### src/core/watchdog_map.vh
// Purpose: constants for the watchdog timer
// Assumes: 25 MHz system clock
// Notes:   all figures as macros
`ifndef WATCHDOG_MAP_VH
`define WATCHDOG_MAP_VH
`define WD_CNT_W         16
`define WD_RELOAD_W      8
`define WD_RELOAD_RST    8'h00
`define WD_CNT_RST       16'h0000
`define WD_DIV_SLOW      7'h7f
`define WD_DIV_FAST      7'h01
`define WD_CLK_MHZ       25
`define WD_DEFAULT_US    5240
`define WD_RESET_OUT_PIN_CYC    4
`endif

### src/core/watchdog_timer.v
// Purpose: 16-bit fail-safe watchdog with reload and reset-out
// Assumes: command strobes are one-cycle pulses from the same clock
// Notes:   overflow raises an internal reset pulse and pulls reset out low
`timescale 1ns/1ps
`include "watchdog_map.vh"
// Behaviour
// - After every reset the watchdog counter is enabled and running.
// - A disable request works only before end of initialization has executed.
// - Counter overflow triggers an internal reset and drives the reset-out pin low.
// - The watchdog is a sixteen-bit up counter.
// - The counter advances on the system clock divided by 2 or by 128 as software chooses.
// - Each service loads the counter upper byte from the reload value.
// - The default interval after reset is a full count at divide by 2, about 5.24 ms.
// - Reload and prescaler choices span intervals from about 20 us to about 336 ms.
// - End of initialization signals completion on the reset-out pin and closes the disable window.
module watchdog_timer #(
	parameter CNT_W     = `WD_CNT_W,
	parameter RESET_OUT_PIN_CY = `WD_RESET_OUT_PIN_CYC
) (
	// Clock and reset
	input  wire                    clk,
	input  wire                    rst_b,
	// CPU command strobes
	input  wire                    service,
	input  wire                    disable_req,
	input  wire                    end_of_init_instruction,
	// Configuration from software
	input  wire                    reload_we,
	input  wire [`WD_RELOAD_W-1:0] reload_data,
	input  wire                    prescale_slow,
	// Status and reset outputs
	output reg  [CNT_W-1:0]        count,
	output reg                     running,
	output reg                     init_done,
	output reg                     wd_reset,
	output reg                     reset_out_pin_b
);
	// Hold preset, cut to the width of the hold counter
	localparam [2:0]       HOLD_INIT = RESET_OUT_PIN_CY[2:0];
	// Counter step of one at the counter width
	localparam [CNT_W-1:0] CNT_ONE   = {{(CNT_W-1){1'b0}}, 1'b1};

	// Stored state
	reg  [`WD_RELOAD_W-1:0] wd_reload_value;
	reg  [2:0]              hold;

	// Next values
	reg  [`WD_RELOAD_W-1:0] next_reload;
	reg  [CNT_W-1:0]        next_count;
	reg                     next_running;
	reg                     next_init_done;
	reg                     next_wd_reset;
	reg  [2:0]              next_hold;
	reg                     next_pin_b;

	// Internal events
	wire                    tick;
	wire                    ovf;
	wire                    dis_allowed;
	wire                    hold_active;
	wire                    init_seen;

	// Decode helpers

	// True when the counter sits at its last value
	function at_top;
		input [CNT_W-1:0] value;
		begin
			at_top = &value;
		end
	endfunction

	// True while an overflow hold is still counting down
	function hold_busy;
		input [2:0] left;
		begin
			hold_busy = (left != 3'h0);
		end
	endfunction

	// Service image: reload in the high byte, low byte cleared
	function [CNT_W-1:0] service_image;
		input [`WD_RELOAD_W-1:0] rel;
		begin
			service_image = {rel, {(CNT_W-`WD_RELOAD_W){1'b0}}};
		end
	endfunction

	// Prescaler tick, restarted by every service
	wd_prescaler u_pre (
		.clk     (clk),
		.rst_b   (rst_b),
		.slow    (prescale_slow),
		.restart (service),
		.tick    (tick)
	);

	// Overflow: last count value meets a tick while enabled
	assign ovf         = running & tick & at_top(count);
	// Disable window closes at end of init, its own cycle included
	assign dis_allowed = disable_req & ~init_done & ~end_of_init_instruction;
	// Overflow hold still counting down
	assign hold_active = hold_busy(hold);
	// End of init now or earlier
	assign init_seen   = end_of_init_instruction | init_done;

	// Reload field next value
	always @* begin
		next_reload = wd_reload_value;
		if (reload_we) begin
			next_reload = reload_data;
		end
	end

	// Enable next value, cleared only inside the disable window
	always @* begin
		next_running = running;
		if (dis_allowed) begin
			next_running = 1'b0;
		end
	end

	// Init-done next value, set once by end of init
	always @* begin
		next_init_done = init_done;
		if (end_of_init_instruction) begin
			next_init_done = 1'b1;
		end
	end

	// Counter next value, service wins over a tick
	always @* begin
		next_count = count;
		if (service) begin
			next_count = service_image(wd_reload_value);
		end else if (running && tick) begin
			next_count = count + CNT_ONE;
		end
	end

	// Overflow pulse length and hold countdown
	always @* begin
		next_wd_reset = wd_reset;
		next_hold     = hold;
		if (ovf) begin
			next_wd_reset = 1'b1;
			next_hold     = HOLD_INIT;
		end else if (hold_active) begin
			next_hold = hold - 3'h1;
		end else begin
			next_wd_reset = 1'b0;
		end
	end

	// Reset-out level: low in overflow hold, released after end of init
	always @* begin
		next_pin_b = reset_out_pin_b;
		if (ovf || hold_active) begin
			next_pin_b = 1'b0;
		end else if (init_seen) begin
			next_pin_b = 1'b1;
		end
	end

	// Registers

	// Reload field register
	always @(posedge clk or negedge rst_b) begin
		if (!rst_b) begin
			wd_reload_value <= `WD_RELOAD_RST;
		end else begin
			wd_reload_value <= next_reload;
		end
	end

	// Enable register, running out of every reset
	always @(posedge clk or negedge rst_b) begin
		if (!rst_b) begin
			running <= 1'b1;
		end else begin
			running <= next_running;
		end
	end

	// Init-done register
	always @(posedge clk or negedge rst_b) begin
		if (!rst_b) begin
			init_done <= 1'b0;
		end else begin
			init_done <= next_init_done;
		end
	end

	// Counter register, full count from zero after reset
	always @(posedge clk or negedge rst_b) begin
		if (!rst_b) begin
			count <= `WD_CNT_RST;
		end else begin
			count <= next_count;
		end
	end

	// Overflow pulse and hold registers
	always @(posedge clk or negedge rst_b) begin
		if (!rst_b) begin
			wd_reset <= 1'b0;
			hold     <= 3'h0;
		end else begin
			wd_reset <= next_wd_reset;
			hold     <= next_hold;
		end
	end

	// Reset-out register, low from reset until end of init
	always @(posedge clk or negedge rst_b) begin
		if (!rst_b) begin
			reset_out_pin_b <= 1'b0;
		end else begin
			reset_out_pin_b <= next_pin_b;
		end
	end
endmodule

### src/core/wd_prescaler.v
// Purpose: divide-by-2 or divide-by-128 tick generator
// Assumes: one system clock
// Notes:   tick is one cycle wide
`timescale 1ns/1ps
`include "watchdog_map.vh"
module wd_prescaler (
	// Clock and reset
	input  wire clk,
	input  wire rst_b,
	// Control
	input  wire slow,
	input  wire restart,
	// Output
	output reg  tick
);
	reg [6:0] div;

	// Free divider, terminal count chosen by slow
	always @(posedge clk or negedge rst_b) begin
		if (!rst_b) begin
			div  <= 7'h00;
			tick <= 1'b0;
		end else if (restart) begin
			div  <= 7'h00;
			tick <= 1'b0;
		end else if (div == (slow ? `WD_DIV_SLOW : `WD_DIV_FAST)) begin
			div  <= 7'h00;
			tick <= 1'b1;
		end else begin
			div  <= div + 7'h01;
			tick <= 1'b0;
		end
	end
endmodule

### config.mk
export PLATFORM = sky130hd
export DESIGN_NAME = watchdog_timer
export DESIGN_NICKNAME = d
export VERILOG_FILES = /design/src/core/watchdog_timer.v /design/src/core/wd_prescaler.v
export VERILOG_INCLUDE_DIRS = /design/src /design/src/core
export SDC_FILE = /design/constraint.sdc
export NUM_CORES = 1
export LEC_CHECK = 0
export BUFFER_PORTS_ARGS = -buffer_cell sky130_fd_sc_hd__buf_2
export CAP_MARGIN = 20
export CORE_MARGIN = 2
export CORE_UTILIZATION = 48
export CTS_BUF_LIST = sky130_fd_sc_hd__clkbuf_2 sky130_fd_sc_hd__clkbuf_4 sky130_fd_sc_hd__clkbuf_8
export CTS_CLUSTER_DIAMETER = 150
export DETAILED_ROUTE_END_ITERATION = 12
export GPL_TIMING_DRIVEN = 0
export PLACE_DENSITY = 0.74
export SETUP_SLACK_MARGIN = 0.4
export SLEW_MARGIN = 20
export SYNTH_ARGS = -nofsm -noshare
export SYNTH_HDL_FRONTEND = slang
export SYNTH_SLANG_ARGS = --single-unit
export TNS_END_PERCENT = 5
### constraint.sdc
create_clock -name clk -period 2.1 [get_ports clk]
set_input_delay 0.315 -clock clk [delete_from_list [all_inputs] [get_ports clk]]
set_output_delay 0.315 -clock clk [all_outputs]
set_load 0.005 [all_outputs]
* After elaboration in Yosys (flattened, before gate mapping)
Cells that the tools add are included.
** Word-level totals
- Word-level logic and storage cells :: 41
- Bits in registers :: 39
- Output and inout port bits :: 20
** Cells by class
- Reduce and logical (&&, ||, !) cells :: 7
- Bitwise operators :: 7
- Equal/unequal tests :: 2
- Add/subtract/negate cells :: 3
- Muxes and demuxes :: 13
** Operator list (number)
- 16-bit 2-to-1 mux :: 2
- 7-bit 2-to-1 mux :: 3
- 16-bit by 1-bit adder with 16-bit output (second input constant) :: 1
- 16-bit AND reduction :: 1
- 7-bit by 1-bit adder with 7-bit output (second input constant) :: 1
- 7-bit == test :: 1
- 1-bit 2-to-1 mux :: 6
- 3-bit 2-to-1 mux :: 2
- 2-bit nonzero test :: 3
- 1-bit bitwise AND :: 4
- 3-bit nonzero test :: 1
- 3-bit by 1-bit subtractor with 3-bit output (second input constant) :: 1
- 2-bit != test (second input constant) :: 1
- 1-bit NOT :: 2
- 1-bit logical AND :: 1
- 1-bit logical OR :: 1
- 1-bit bitwise OR :: 1

* Depth between registers and ports, before layout
Gate-level depths: netlist (run 1).
- Depth in word-level cells :: 4
- Mapped depth :: 6
- Gate-level depth less buffers :: 6

* Cells and area by module
A second synthesis (run 1) with hierarchy kept.
** Unflattened totals
- Cell total of the unflattened synthesis :: 174
- Area total of the unflattened synthesis :: 1860.5 um^2
** Modules (own cells, without submodules)
- watchdog_timer :: area each 1467.7 um^2, cells an instance 139, times used 1
- wd_prescaler :: area each 392.9 um^2, cells an instance 35, times used 1

* Worst setup path before layout (run 1)
OpenSTA, ideal clock, no wires.
- Path kind :: reg-to-reg
- From :: register running
- To :: register count[13]
- Data required time :: 1.973 ns
- Cell stages (with the launch flop) :: 5
- Clock period less this slack :: 1.544 ns
- Path buffers :: 0
- Slack :: 0.556 ns
- Arrival time :: 1.418 ns
- Path through :: dfstp_2 -> nand3_2 -> nor4_4 -> mux2i_1 -> nand3_1
** Between the ends
- Cells in the longest elaborated chain, start to end :: 2
** Ends and longest elaborated chain
- start: declaration :: RTL line watchdog_timer.v:33 : output reg running,
- start signal: assignment :: RTL line watchdog_timer.v:181 : running <= next_running;
- 1-bit logical AND :: RTL line watchdog_timer.v:136 : end else if (running && tick) begin
- 2-bit nonzero test (no source line)
- end signal: assignment :: RTL line watchdog_timer.v:197 : count <= `WD_CNT_RST;
- end signal: assignment :: RTL line watchdog_timer.v:199 : count <= next_count;
- end: declaration :: RTL line watchdog_timer.v:32 : output reg [CNT_W-1:0] count,
No other way between the ends.
A chain may end at the register's enable or synchronous reset.

* Final worst setup path (run 1)
- From :: register running
- To :: register count[15]
The elaborated chain is that of the path after synthesis.

==> summary.md, run 1 <==
| Metric | Value |
|---|---|
| Outcome | complete, no violations |
| Clock Pin Slew Worst Setup and Hold Paths | 80 ps |
| Pwr Density | 678 nW/um^2 |
| Leak | between 0.001 and 0.0015 uW |
| CP Capture Type | flip-flop |
| Clk_skew | 8.58 ps |
| Area growth syn-to-layout | 18.3% |
| Initial Util | 50.5% |
| DR pass1 iterations | 4 |
| Routability cong. | 0.793 |
| Global-route wire length before repair | 5850 um |
| Fin crit period | 1650 ps |
| Number of global-route vias before repair | 1345 |
| Fraction of registers with async set/reset | 100% |
| CP Launch Type | flip-flop |
| Count of hold buffers inserted by post-cts repair | 0 |
| Routed wire length | 3320 um |
| Multi-input gate area | 856 um^2 |
| Maximum vdd ir drop | 0.543 mV |
| Crit path max-delay family | flip-flops |
| Root Driver | clkbuf_8 |
| Post-synth top area share | 51.1% |
| Capture point of the worst reg-to-reg path | count[15] |
| Post-synth EDFFs | 0 |
| Synth Register Bits | 39 |
| Crit-path max FO | 6 |
| RR Startpoint | running |
| Via density | 5.17 |
| Final net count | 241 |
| Clk_lat worst skew | between 200 and 300 ps |
| Post-Syn Instances | 180 |
| Type of the most critical hold path | in -> async |
| Largest stage delay, worst path | 590 ps |
| Layout cells sized above 1 | 25.6% |
| Per-cell routed wire length | 12.3 um |
| Non-filler instance count after layout | approximately 270 |
| DRC errors left | 0 |
| Worst Path Arrival | 1810 ps |
| Top post-synthesis cells by count | 38 x dfrtp_1, 22 x nor2_1, 18 x nand2_1, 11 x nand3_1, 11 x xnor2_1 |
| H-tree lvl count | 2 |
| Fmax | ~0.61 GHz |
| Final Slew Violations | 0 |
| DP HPWL | 2410 um |
| DRT iter0 DRCs | 42 |
| Worst R2R Path Depth | 5 |
| Initial antenna violation count | 0 |
| Count leader, synth | dfrtp_1 |
| RSZ-0062 raised after global routing | true |
| GRT Util Overall | 17.7% |
| Mean Syn Cell Area | around 10 um^2 |
| Setup CP Type | reg -> reg |
| Clk buf depth | 2 |
| Synth cell types | 33 |
| Post-route ant nets | 0 |
| Inserted Diodes | 0 |
| Placed insts | 261 |
| Synthesized net count | 199 |
| Worst Path Buf+Inv | 1 |
| Ports | 35 |
| Reg2reg setup slack | about 450 ps |
| CTS buffer count | 5 |
| Post-synth top area cell | dfrtp_1 |
| GRT Residual Overflow | 0 |
| Cell Area, Synth | 1860 um^2 |
| Main synth FF type | dfrtp_1 |
| Crit path capture | count[15] |
| Warnings from Yosys | 0 |
| Port Buffers | 33 |
| Slowest CP cell | dfstp_2 |
| Data required, critical path | 2260 ps |
| Fill cells | 346 |
| Crit-path cells | nand3_2 -> nor4_4 -> buf_4 -> mux2i_1 -> nand3_1 |
| Pin slew with the least headroom to its limit | 853 ps |
| Crit path launch | running |
| Site Rows | 22 |
| Clk sinks | 39 |
| Final worst path period share | 78.6% |
| DR vias | around 1400 |
| Die Span X | 66.3 um |
| Core ar. | 3690 um^2 |
| Slew margin rel. | 43.2% |
| CP Depth | 5 |
| CTS tree | done |
| Die area | 4390 um^2 |
| MaxCap Viol Count | 0 |
| Final setup viols | 0 |
| Largest net degree at the start of global routing | 40 |
| Synth area leaders | dfrtp_1 51%, xnor2_1 5.2%, mux2_2 4.8%, nor2_1 4.4%, nand2_1 3.6% |
| Die Ht | 66.3 um |
| Fin Setup TNS | 0 ps |
| Hold Vio Cnt, Final | 0 |
| FF/Latch Area | 977 um^2 |
| Post-synthesis sequential area ratio | 52.5% |
## area by class of cell
type,count,share of cell area (%)
flip-flops and latches,39,44.3
multi-input cells,130,38.8
repair buffers,35,8.18
clock buffers,7,3.80
well taps,48,2.73
inverters,7,1.19
plain buffers,4,0.681
clock inverters,1,0.227
## registers in the layout, indices dropped and copies added, names as in the netlist
register	count
count	16
hold	3
init_done	1
reset_out_pin_b	1
running	1
u_pre.div	7
u_pre.tick	1
wd_reload_value	8
wd_reset	1
## how the worst min path moves through the flow
stage                     slack, ps   endpoint                from  cells past startpoint
after floorplan                  20   count[0]               rst_b                      0
after global placement          470  count[12]  wd_reload_value[4]                      2
after detailed placement        470    running         disable_req                      2
after CTS                       150    running         disable_req                      2
after global routing            160    running         disable_req                      2
final                           130   count[3]               rst_b                      1
## power by group
group          total [uW]  switching [uW]  leakage, uW  internal, uW
Combinational         155            79.1     0.000481          75.8
Sequential            836            41.8     0.000490           794
Clock                 504             246    0.0000491           259
Total                1490             366      0.00102          1130
## per-layer routing
layer | wire, um | global-route usage (%) | vias up
li1 | - | - | 705
met4 | 43 | 5.36 | 0
met3 | 157 | 5.45 | 6
met2 | 1520 | 28.2 | 25
met1 | 1600 | 23.0 | 666
met5 | 0 | 0 | -
## metrics by stage
| step | util [%] | hold WS, ps | setup slack (ps) | total power, uW | area (um^2) |
|---|---|---|---|---|---|
| 2_1_floorplan | - | 19.4 | 556 | 933 | 1860 |
| 3_3_place_gp | 56.6 | 467 | 427 | 1000 | 2090 |
| 3_5_place_dp | 56.6 | 468 | 389 | 1010 | 2090 |
| 4_1_cts | 59.0 | 153 | 442 | 1520 | 2180 |
| 5_1_grt | 59.7 | 155 | 368 | 1580 | 2200 |
| 6_report | 59.7 | 134 | 450 | 1490 | 2200 |
## logic make-up after synthesis
family | count (synthesis) | share of synthesized area [%]
flip-flops | 39 | 52.5
buffers and inverters | 11 | 2.22
AND/OR/NAND/NOR | 80 | 22.6
AO/OA/AOI/OAI | 19 | 5.85
XOR/XNOR | 14 | 6.59
multiplexers | 13 | 7.53
adder cells (fa/ha/maj) | 4 | 2.69
## placed cells by master (no fill, tap or decap), types with 6 or more instances in the layout
cell,count
dfrtp_1,38
inv_1,7
a21oi_1,6
mux2_2,8
nor4_1,6
o21ai_0,6
nand3_1,11
buf_2,33
xnor2_1,11
nor2_1,22
nand2_1,18
## what timing repair did
action | in CTS | in global routing
setup endpoints to repair | 2 | 7
setup buffers | 0 | 2
pin swaps | 1 | 2
resized for setup | 0 | 2
cloned | 0 | 0
Note: power is estimated with default switching activity, not from simulation.
==> inputs of run 2 (changes only) <==
Clock period 2.1 ns to 1.6 ns, I/O delays scaled along.
==> run 2 against run 1 <==
  * Clock power rose by 35%
  * Register-to-register slack got worse by 290 ps
  * Core utilization is 3.7 points higher
  * Sequential power grew 32%
  * Power is 33% higher
  * Critical path depth unchanged
  * Clock skew decreased by 0.92 ps
  * Worst setup slack lost 290 ps
  * Clock-buffer cell count stayed put
  * Sequential share of layout area down 2.2 points
  * First-iteration DRC count up 93%
==> summary.md, run 2 (synthesis results as in run 1) <==
| Metric | Value |
|---|---|
| Outcome | complete, no violations |
| Port Buffers | 33 (unchanged) |
| Met3 Use GR | 4.60% (-0.85 points) |
| Clk sinks | 39 (unchanged) |
| Final worst path period share | 89.9% (+11 points) |
| Final net count | 247 (+2.5%) |
| Die Ht | 66.3 um (unchanged) |
| Gr busiest metal | met2 |
| CTS tree | done |
| Slew margin rel. | 45.2% (+2.0 points) |
| CP Capture Type | flip-flop |
| RSZ-0062 raised after global routing | true |
| Pre-CTS setup slack | 47.0 ps (-342 ps) |
| Most common cell after layout, fill and taps aside | buf_2 |
| Core Util, Final | 63.4% (+3.7 points) |
| CTS buffer count | 5 (unchanged) |
| Post-route ant nets | 0 (unchanged) |
| Via density | 5.27 (+1.9%) |
| Routed wire length | 3510 um (+5.7%) |
| Global-route wire length before repair | 6190 um (+5.8%) |
| Die Span X | 66.3 um (unchanged) |
| Type of the most critical hold path | in -> async |
| DRC errors left | 0 (unchanged) |
| CP Depth | 5 (unchanged) |
| Clk buf depth | 2 (unchanged) |
| Total power | 1990 uW (+33%) |
| Core ar. | 3690 um^2 (unchanged) |
| Die area | 4390 um^2 (unchanged) |
| CP Launch Type | flip-flop |
| RR Startpoint | count[3] |
| GRT Residual Overflow | 0 (unchanged) |
| PnR worst setup slack | 161 ps (-289 ps) |
| Leak | 0.00106 uW (+4.2%) |
| Capture point of the worst reg-to-reg path | count[13] |
| Top Registers | count x16, wd_reload_value x8, u_pre.div x7 |
| Ports | 35 (unchanged) |
| Data required, critical path | 1780 ps (-480 ps) |
| Initial antenna violation count | 0 (unchanged) |
| H-tree lvl count | 2 (unchanged) |
| Pwr Density | 852 nW/um^2 (+26%) |
| Clk_skew | 7.66 ps (-0.915 ps) |
| DR vias | 1460 (+4.1%) |
| Layout cells sized above 1 | 33.2% (+7.6 points) |
| Worst Path Arrival | 1610 ps (-200 ps) |
| Largest register by flop count | count |
| Crit path max-delay family | simple AND/OR/NAND/NOR gates |
| Met1 Use GR | 25.0% (+2.0 points) |
| Hold Vio Cnt, Final | 0 (unchanged) |
| DP HPWL | 2510 um (+3.9%) |
| Maximum vdd ir drop | 0.627 mV (+15%) |
| Site Rows | 22 (unchanged) |
| Max reg flops | 16 (unchanged) |
| Per-cell routed wire length | 12.7 um (+3.5%) |
| Number of global-route vias before repair | 1386 (+3.0%) |
| GRT Util Overall | 18.6% (+0.93 points) |
| DR pass1 iterations | 4 (unchanged) |
| Initial Util | 50.5% (unchanged) |
| Most frequent cells in the layout | 33 x buf_2, 32 x dfrtp_1, 22 x nor2_1, 16 x nand2_1 |
| Worst R2R Path Depth | 5 (unchanged) |
| Largest stage delay, worst path | 430 ps (-160 ps) |
| Final Slew Violations | 0 (unchanged) |
| Fill cells | 337 (-2.6%) |
| Fin crit period | 1440 ps (-211 ps) |
| Largest net degree at the start of global routing | 40 (unchanged) |
| Count of hold buffers inserted by post-cts repair | 0 (unchanged) |
| Area growth syn-to-layout | 25.6% |
| MaxCap Viol Count | 0 (unchanged) |
| Fin Setup TNS | 0 ps (unchanged) |
| Worst Path Buf+Inv | 1 (unchanged) |
| Slowest CP cell | dfrtp_2 |
| DRT iter0 DRCs | 81 (+93%) |
| Fmax | 0.695 GHz (+15%) |
| GRT met2 Usage | 28.2% (unchanged) |
| Clock Pin Slew Worst Setup and Hold Paths | 70 ps (about the same) |
| Root Driver | clkbuf_8 |
| Setup CP Type | reg -> reg |
| Routability cong. | 0.789 (-0.55%) |
| Inserted Diodes | 0 (unchanged) |
| Crit-path max FO | 6 (unchanged) |
| Clk_lat worst skew | 290 ps (about the same) |
| Final setup viols | 0 (unchanged) |
| Reg2reg setup slack | 160 ps (-290 ps) |
| Pin slew with the least headroom to its limit | 823 ps (-30.2 ps) |
| Crit-path cells | nand3_4 -> nor4_4 -> buf_4 -> mux2i_1 -> nand3_1 |
[run 2: cell count changes in the layout (fill, tap and decap cells not counted), moves of 2 or more]
cell | before | now
buf_4 | 2 | 7
nand2_1 | 18 | 16
dfrtp_2 | 0 | 6
nand3_4 | 0 | 2
dfrtp_1 | 38 | 32
nand2_2 | 0 | 2
[run 2: worst max path at each step]
stage / start / to / slack (ps)
2_1_floorplan: running / count[13] / 200
4_1_cts: running / count[13] / 70
5_1_grt: running / count[12] / 80
3_3_place_gp: count[0] / reset_out_pin_b / 60
3_5_place_dp: running / count[13] / 50
6_report: count[3] / count[13] / 160
[run 2: what timing repair did]
| action | in CTS | in global routing |
|---|---|---|
| gates resized for setup | 1 | 13 |
| gates cloned | 0 | 0 |
| setup endpoints to repair | 25 | 32 |
| pin swaps | 4 | 4 |
| setup buffers | 8 | 0 |
[run 2: where the power goes]
group | internal [uW] | switching [uW] | total, uW | leakage (uW)
combinational | 103 | 107 | 211 | 0.000530
clock | 364 | 317 | 682 | 0.0000517
sequential | 1040 | 58.7 | 1100 | 0.000480
[run 2: area by class of cell]
type	count	area, um^2	area share (%)
plain buffers	4	15.0	0.642
clock buffers	7	90.1	3.85
clock inverters	1	5.00	0.214
inverters	7	26.3	1.12
multi-input cells	130	928	39.7
flip-flops and latches	39	985	42.1
well taps	48	60.1	2.57
repair buffers	41	229	9.79
[run 2: worst reg2reg max path: cells and delay by family, from the launching register on]
| kind | cells | cell delay (ps) |
|---|---|---|
| buffers and inverters | 1 | 190 |
| and+or+nand+nor | 3 | 510 |
| DFF | 1 | 430 |
| muxes | 1 | 190 |
[run 2: metal layers]
metal	up-vias	share of wire [%]
met5	-	0
met4	0	1.8
met3	7	5.3
met2	43	45
met1	691	48
li1	719	-
[run 2: stage by stage]
stage                     instances  area, um^2  hold WS [ps]
after floorplan                 180        1910         -55.6
after global placement          261        2130           394
after detailed placement        261        2130           389
after CTS                       277        2290          69.6
after global routing            277        2340          89.5
final                           277        2340          39.5
==> inputs of run 3 (changes only) <==
Settings changed: CORE_UTILIZATION 48 to 45, PLACE_DENSITY 0.74 to 0.7, SLEW_MARGIN 20 to default.
==> run 3 against run 2 <==
  * Wire length rose by 13%
  * Worst setup slack got worse by 88 ps
  * Clock-buffer cell count is the same
  * Worst hold slack gained 13 ps
  * Die area rose by 6.3%
  * Power barely moved
  * Sequential power hardly changed
  * Sequential cell count is the same
  * Clock power fell by 1%
==> summary.md, run 3 (synthesis results as in run 1) <==
| Metric | Value |
|---|---|
| Count of hold buffers inserted by post-cts repair | 0 (unchanged) |
| Ports | 35 (unchanged) |
| Comb power frac | 11.1% (+0.5 points) |
| Final net count | 248 (+0.40%) |
| Routability cong. | 0.821 (+4.1%) |
| Outcome | complete, no violations |
| Number of global-route vias before repair | 1391 (+0.36%) |
| Global-route wire length before repair | 6200 um (+0.11%) |
| Fmax | 0.655 GHz (-5.8%) |
| Crit path max-delay family | simple AND/OR/NAND/NOR gates |
| RSZ-0062 raised after global routing | true |
| Crit-path max FO | 6 (unchanged) |
| CP Capture Type | flip-flop |
| Most common cell after layout, fill and taps aside | buf_2 |
| Clock power share | 33.7% (-0.5 points) |
| Per-cell routed wire length | 14.1 um (+11%) |
| Pre-CTS setup slack | 29.1 ps (-18.0 ps) |
| Final Slew Violations | 0 (unchanged) |
| PnR worst setup slack | 72.8 ps (-88.1 ps) |
| Pwr Density | 824 nW/um^2 (-3.3%) |
| Fill cells | 348 (+3.3%) |
| Hold Vio Cnt, Final | 0 (unchanged) |
| Slowest CP cell | dfstp_2 |
| Clk_lat worst skew | 290 ps (about the same) |
| Via density | 5.27 (about the same) |
| Fin crit period | 1530 ps (+88.1 ps) |
| Worst Path Buf+Inv | 0 (-1) |
| Largest stage delay, worst path | 610 ps (+180 ps) |
| CTS buffer count | 5 (unchanged) |
| Die Ht | 68.3 um (+3.1%) |
| Initial Util | 46.5% (-3.9 points) |
| Clk buf depth | 2 (unchanged) |
| Final worst path period share | 95.5% (+5.5 points) |
| DP HPWL | 2590 um (+3.4%) |
| Initial antenna violation count | 0 (unchanged) |
| Core ar. | 4000 um^2 (+8.4%) |
| Final setup viols | 0 (unchanged) |
| GRT Util Overall | 18.3% (-0.29 points) |
| Data required, critical path | 1780 ps (about the same) |
| Int Pwr | 1490 uW (-1.4%) |
| Inserted Diodes | 0 (unchanged) |
| Routed wire length | 3950 um (+13%) |
| Leak | 0.00110 uW (+3.1%) |
| Hold Worst Slack | 52.4 ps (+12.9 ps) |
| Switching power total | 505 uW (+4.6%) |
| Largest net degree at the start of global routing | 40 (unchanged) |
| Sw Ratio | 25.3% (+1.1 points) |
| Crit-path cells | nand4_4 -> nor3_4 -> nand3_1 -> o211a_1 |
| DR pass1 iterations | 4 (unchanged) |
| Die Span X | 68.3 um (+3.1%) |
| Site Rows | 23 (+4.5%) |
| Most frequent cells in the layout | 33 x buf_2, 32 x dfrtp_1, 17 x nand2_1, 16 x nor2_1, 11 x xnor2_1 |
| Setup CP Type | reg -> reg |
| Layout cells sized above 1 | 38.7% (+5.5 points) |
| CP Launch Type | flip-flop |
| DRC errors left | 0 (unchanged) |
| Worst Path Arrival | 1710 ps (+100 ps) |
| Post-route ant nets | 0 (unchanged) |
| Largest register by flop count | count |
| Die area | 4670 um^2 (+6.3%) |
| DRT iter0 DRCs | 22 (-73%) |
| Port Buffers | 33 (unchanged) |
| CTS tree | done |
| Top Registers | count x16, wd_reload_value x8, u_pre.div x7 |
| Max reg flops | 16 (unchanged) |
| Sequential share of power | 55.2% (about the same) |
| Type of the most critical hold path | in -> async |
| Root Driver | clkbuf_8 |
| MaxCap Viol Count | 0 (unchanged) |
| GRT Residual Overflow | 0 (unchanged) |
| Area growth syn-to-layout | 30.0% |
| Clock Pin Slew Worst Setup and Hold Paths | 80 ps (about the same) |
| Maximum vdd ir drop | 0.513 mV (-18%) |
| Clk sinks | 39 (unchanged) |
| Slew margin rel. | 42.9% (-2.3 points) |
| Clk_skew | 8.79 ps (+1.13 ps) |
| H-tree lvl count | 2 (unchanged) |
| DR vias | 1476 (+1.1%) |
| Pin slew with the least headroom to its limit | 857 ps (+34.0 ps) |
run 3: worst reg2reg max path, delay by kind of cell (launching register included):
family | cells | cell delay, ps
flops | 1 | 610
compound gates | 1 | 160
simple gates | 3 | 650
run 3: final timing paths:
path / start / cells past startpoint / slack, ps / end
worst min register to register: wd_reload_value[2] / 2 / 490 / count[10]
min in group clk: disable_req / 2 / 100 / running
worst max register to register: running / 4 / 70 / reset_out_pin_b
worst min-delay path: rst_b / 1 / 50 / hold[2]
worst max-delay path: running / 4 / 70 / reset_out_pin_b
max in group asynchronous: rst_b / 1 / 950 / count[1]
run 3: power by group through the flow:
stage / combinational (uW) / clock [uW] / sequential, uW
6_report: 222 / 672 / 1100
5_1_grt: 254 / 743 / 1110
4_1_cts: 209 / 695 / 1100
3_5_place_dp: 209 / 0 / 1120
3_3_place_gp: 204 / 0 / 1120
2_1_floorplan: 118 / 0 / 1110
run 3: repair_timing:
| item | CTS | global route |
|---|---|---|
| pin swaps | 1 | 23 |
| gates cloned | 0 | 0 |
| buffers inserted | 4 | 5 |
| resized for setup | 0 | 33 |
| endpoints found under the setup margin | 25 | 33 |
run 3: cell type report:
type	count	area, um^2	area share [%]
multi-input combinational	130	997	41.2
sequential	39	985	40.7
timing repair buffer	42	244	10.1
clock buffer	7	83.8	3.46
tap	50	62.6	2.59
inverter	7	26.3	1.09
buffer	4	16.3	0.672
clock inverter	1	5.00	0.207
run 3: through the flow:
| step | cell area (um^2) | power, uW | util, % | setup TNS (ps) | instances |
|---|---|---|---|---|---|
| after detailed placement | 2140 | 1330 | 53.4 | 0 | 263 |
| after global routing | 2420 | 2110 | 60.5 | -38.5 | 280 |
| after CTS | 2260 | 2000 | 56.4 | 0 | 275 |
| after global placement | 2140 | 1320 | 53.4 | 0 | 263 |
| after floorplan | 1910 | 1230 | - | 0 | 180 |
| final | 2420 | 1990 | 60.5 | 0 | 280 |
run 3: per-layer routing:
layer	track usage, %	vias up	part of all wire (%)
li1	-	719	-
met1	22.9	717	45
met2	29.4	32	50
met3	5.43	8	4.1
met4	7.75	0	1.3
met5	0	-	0
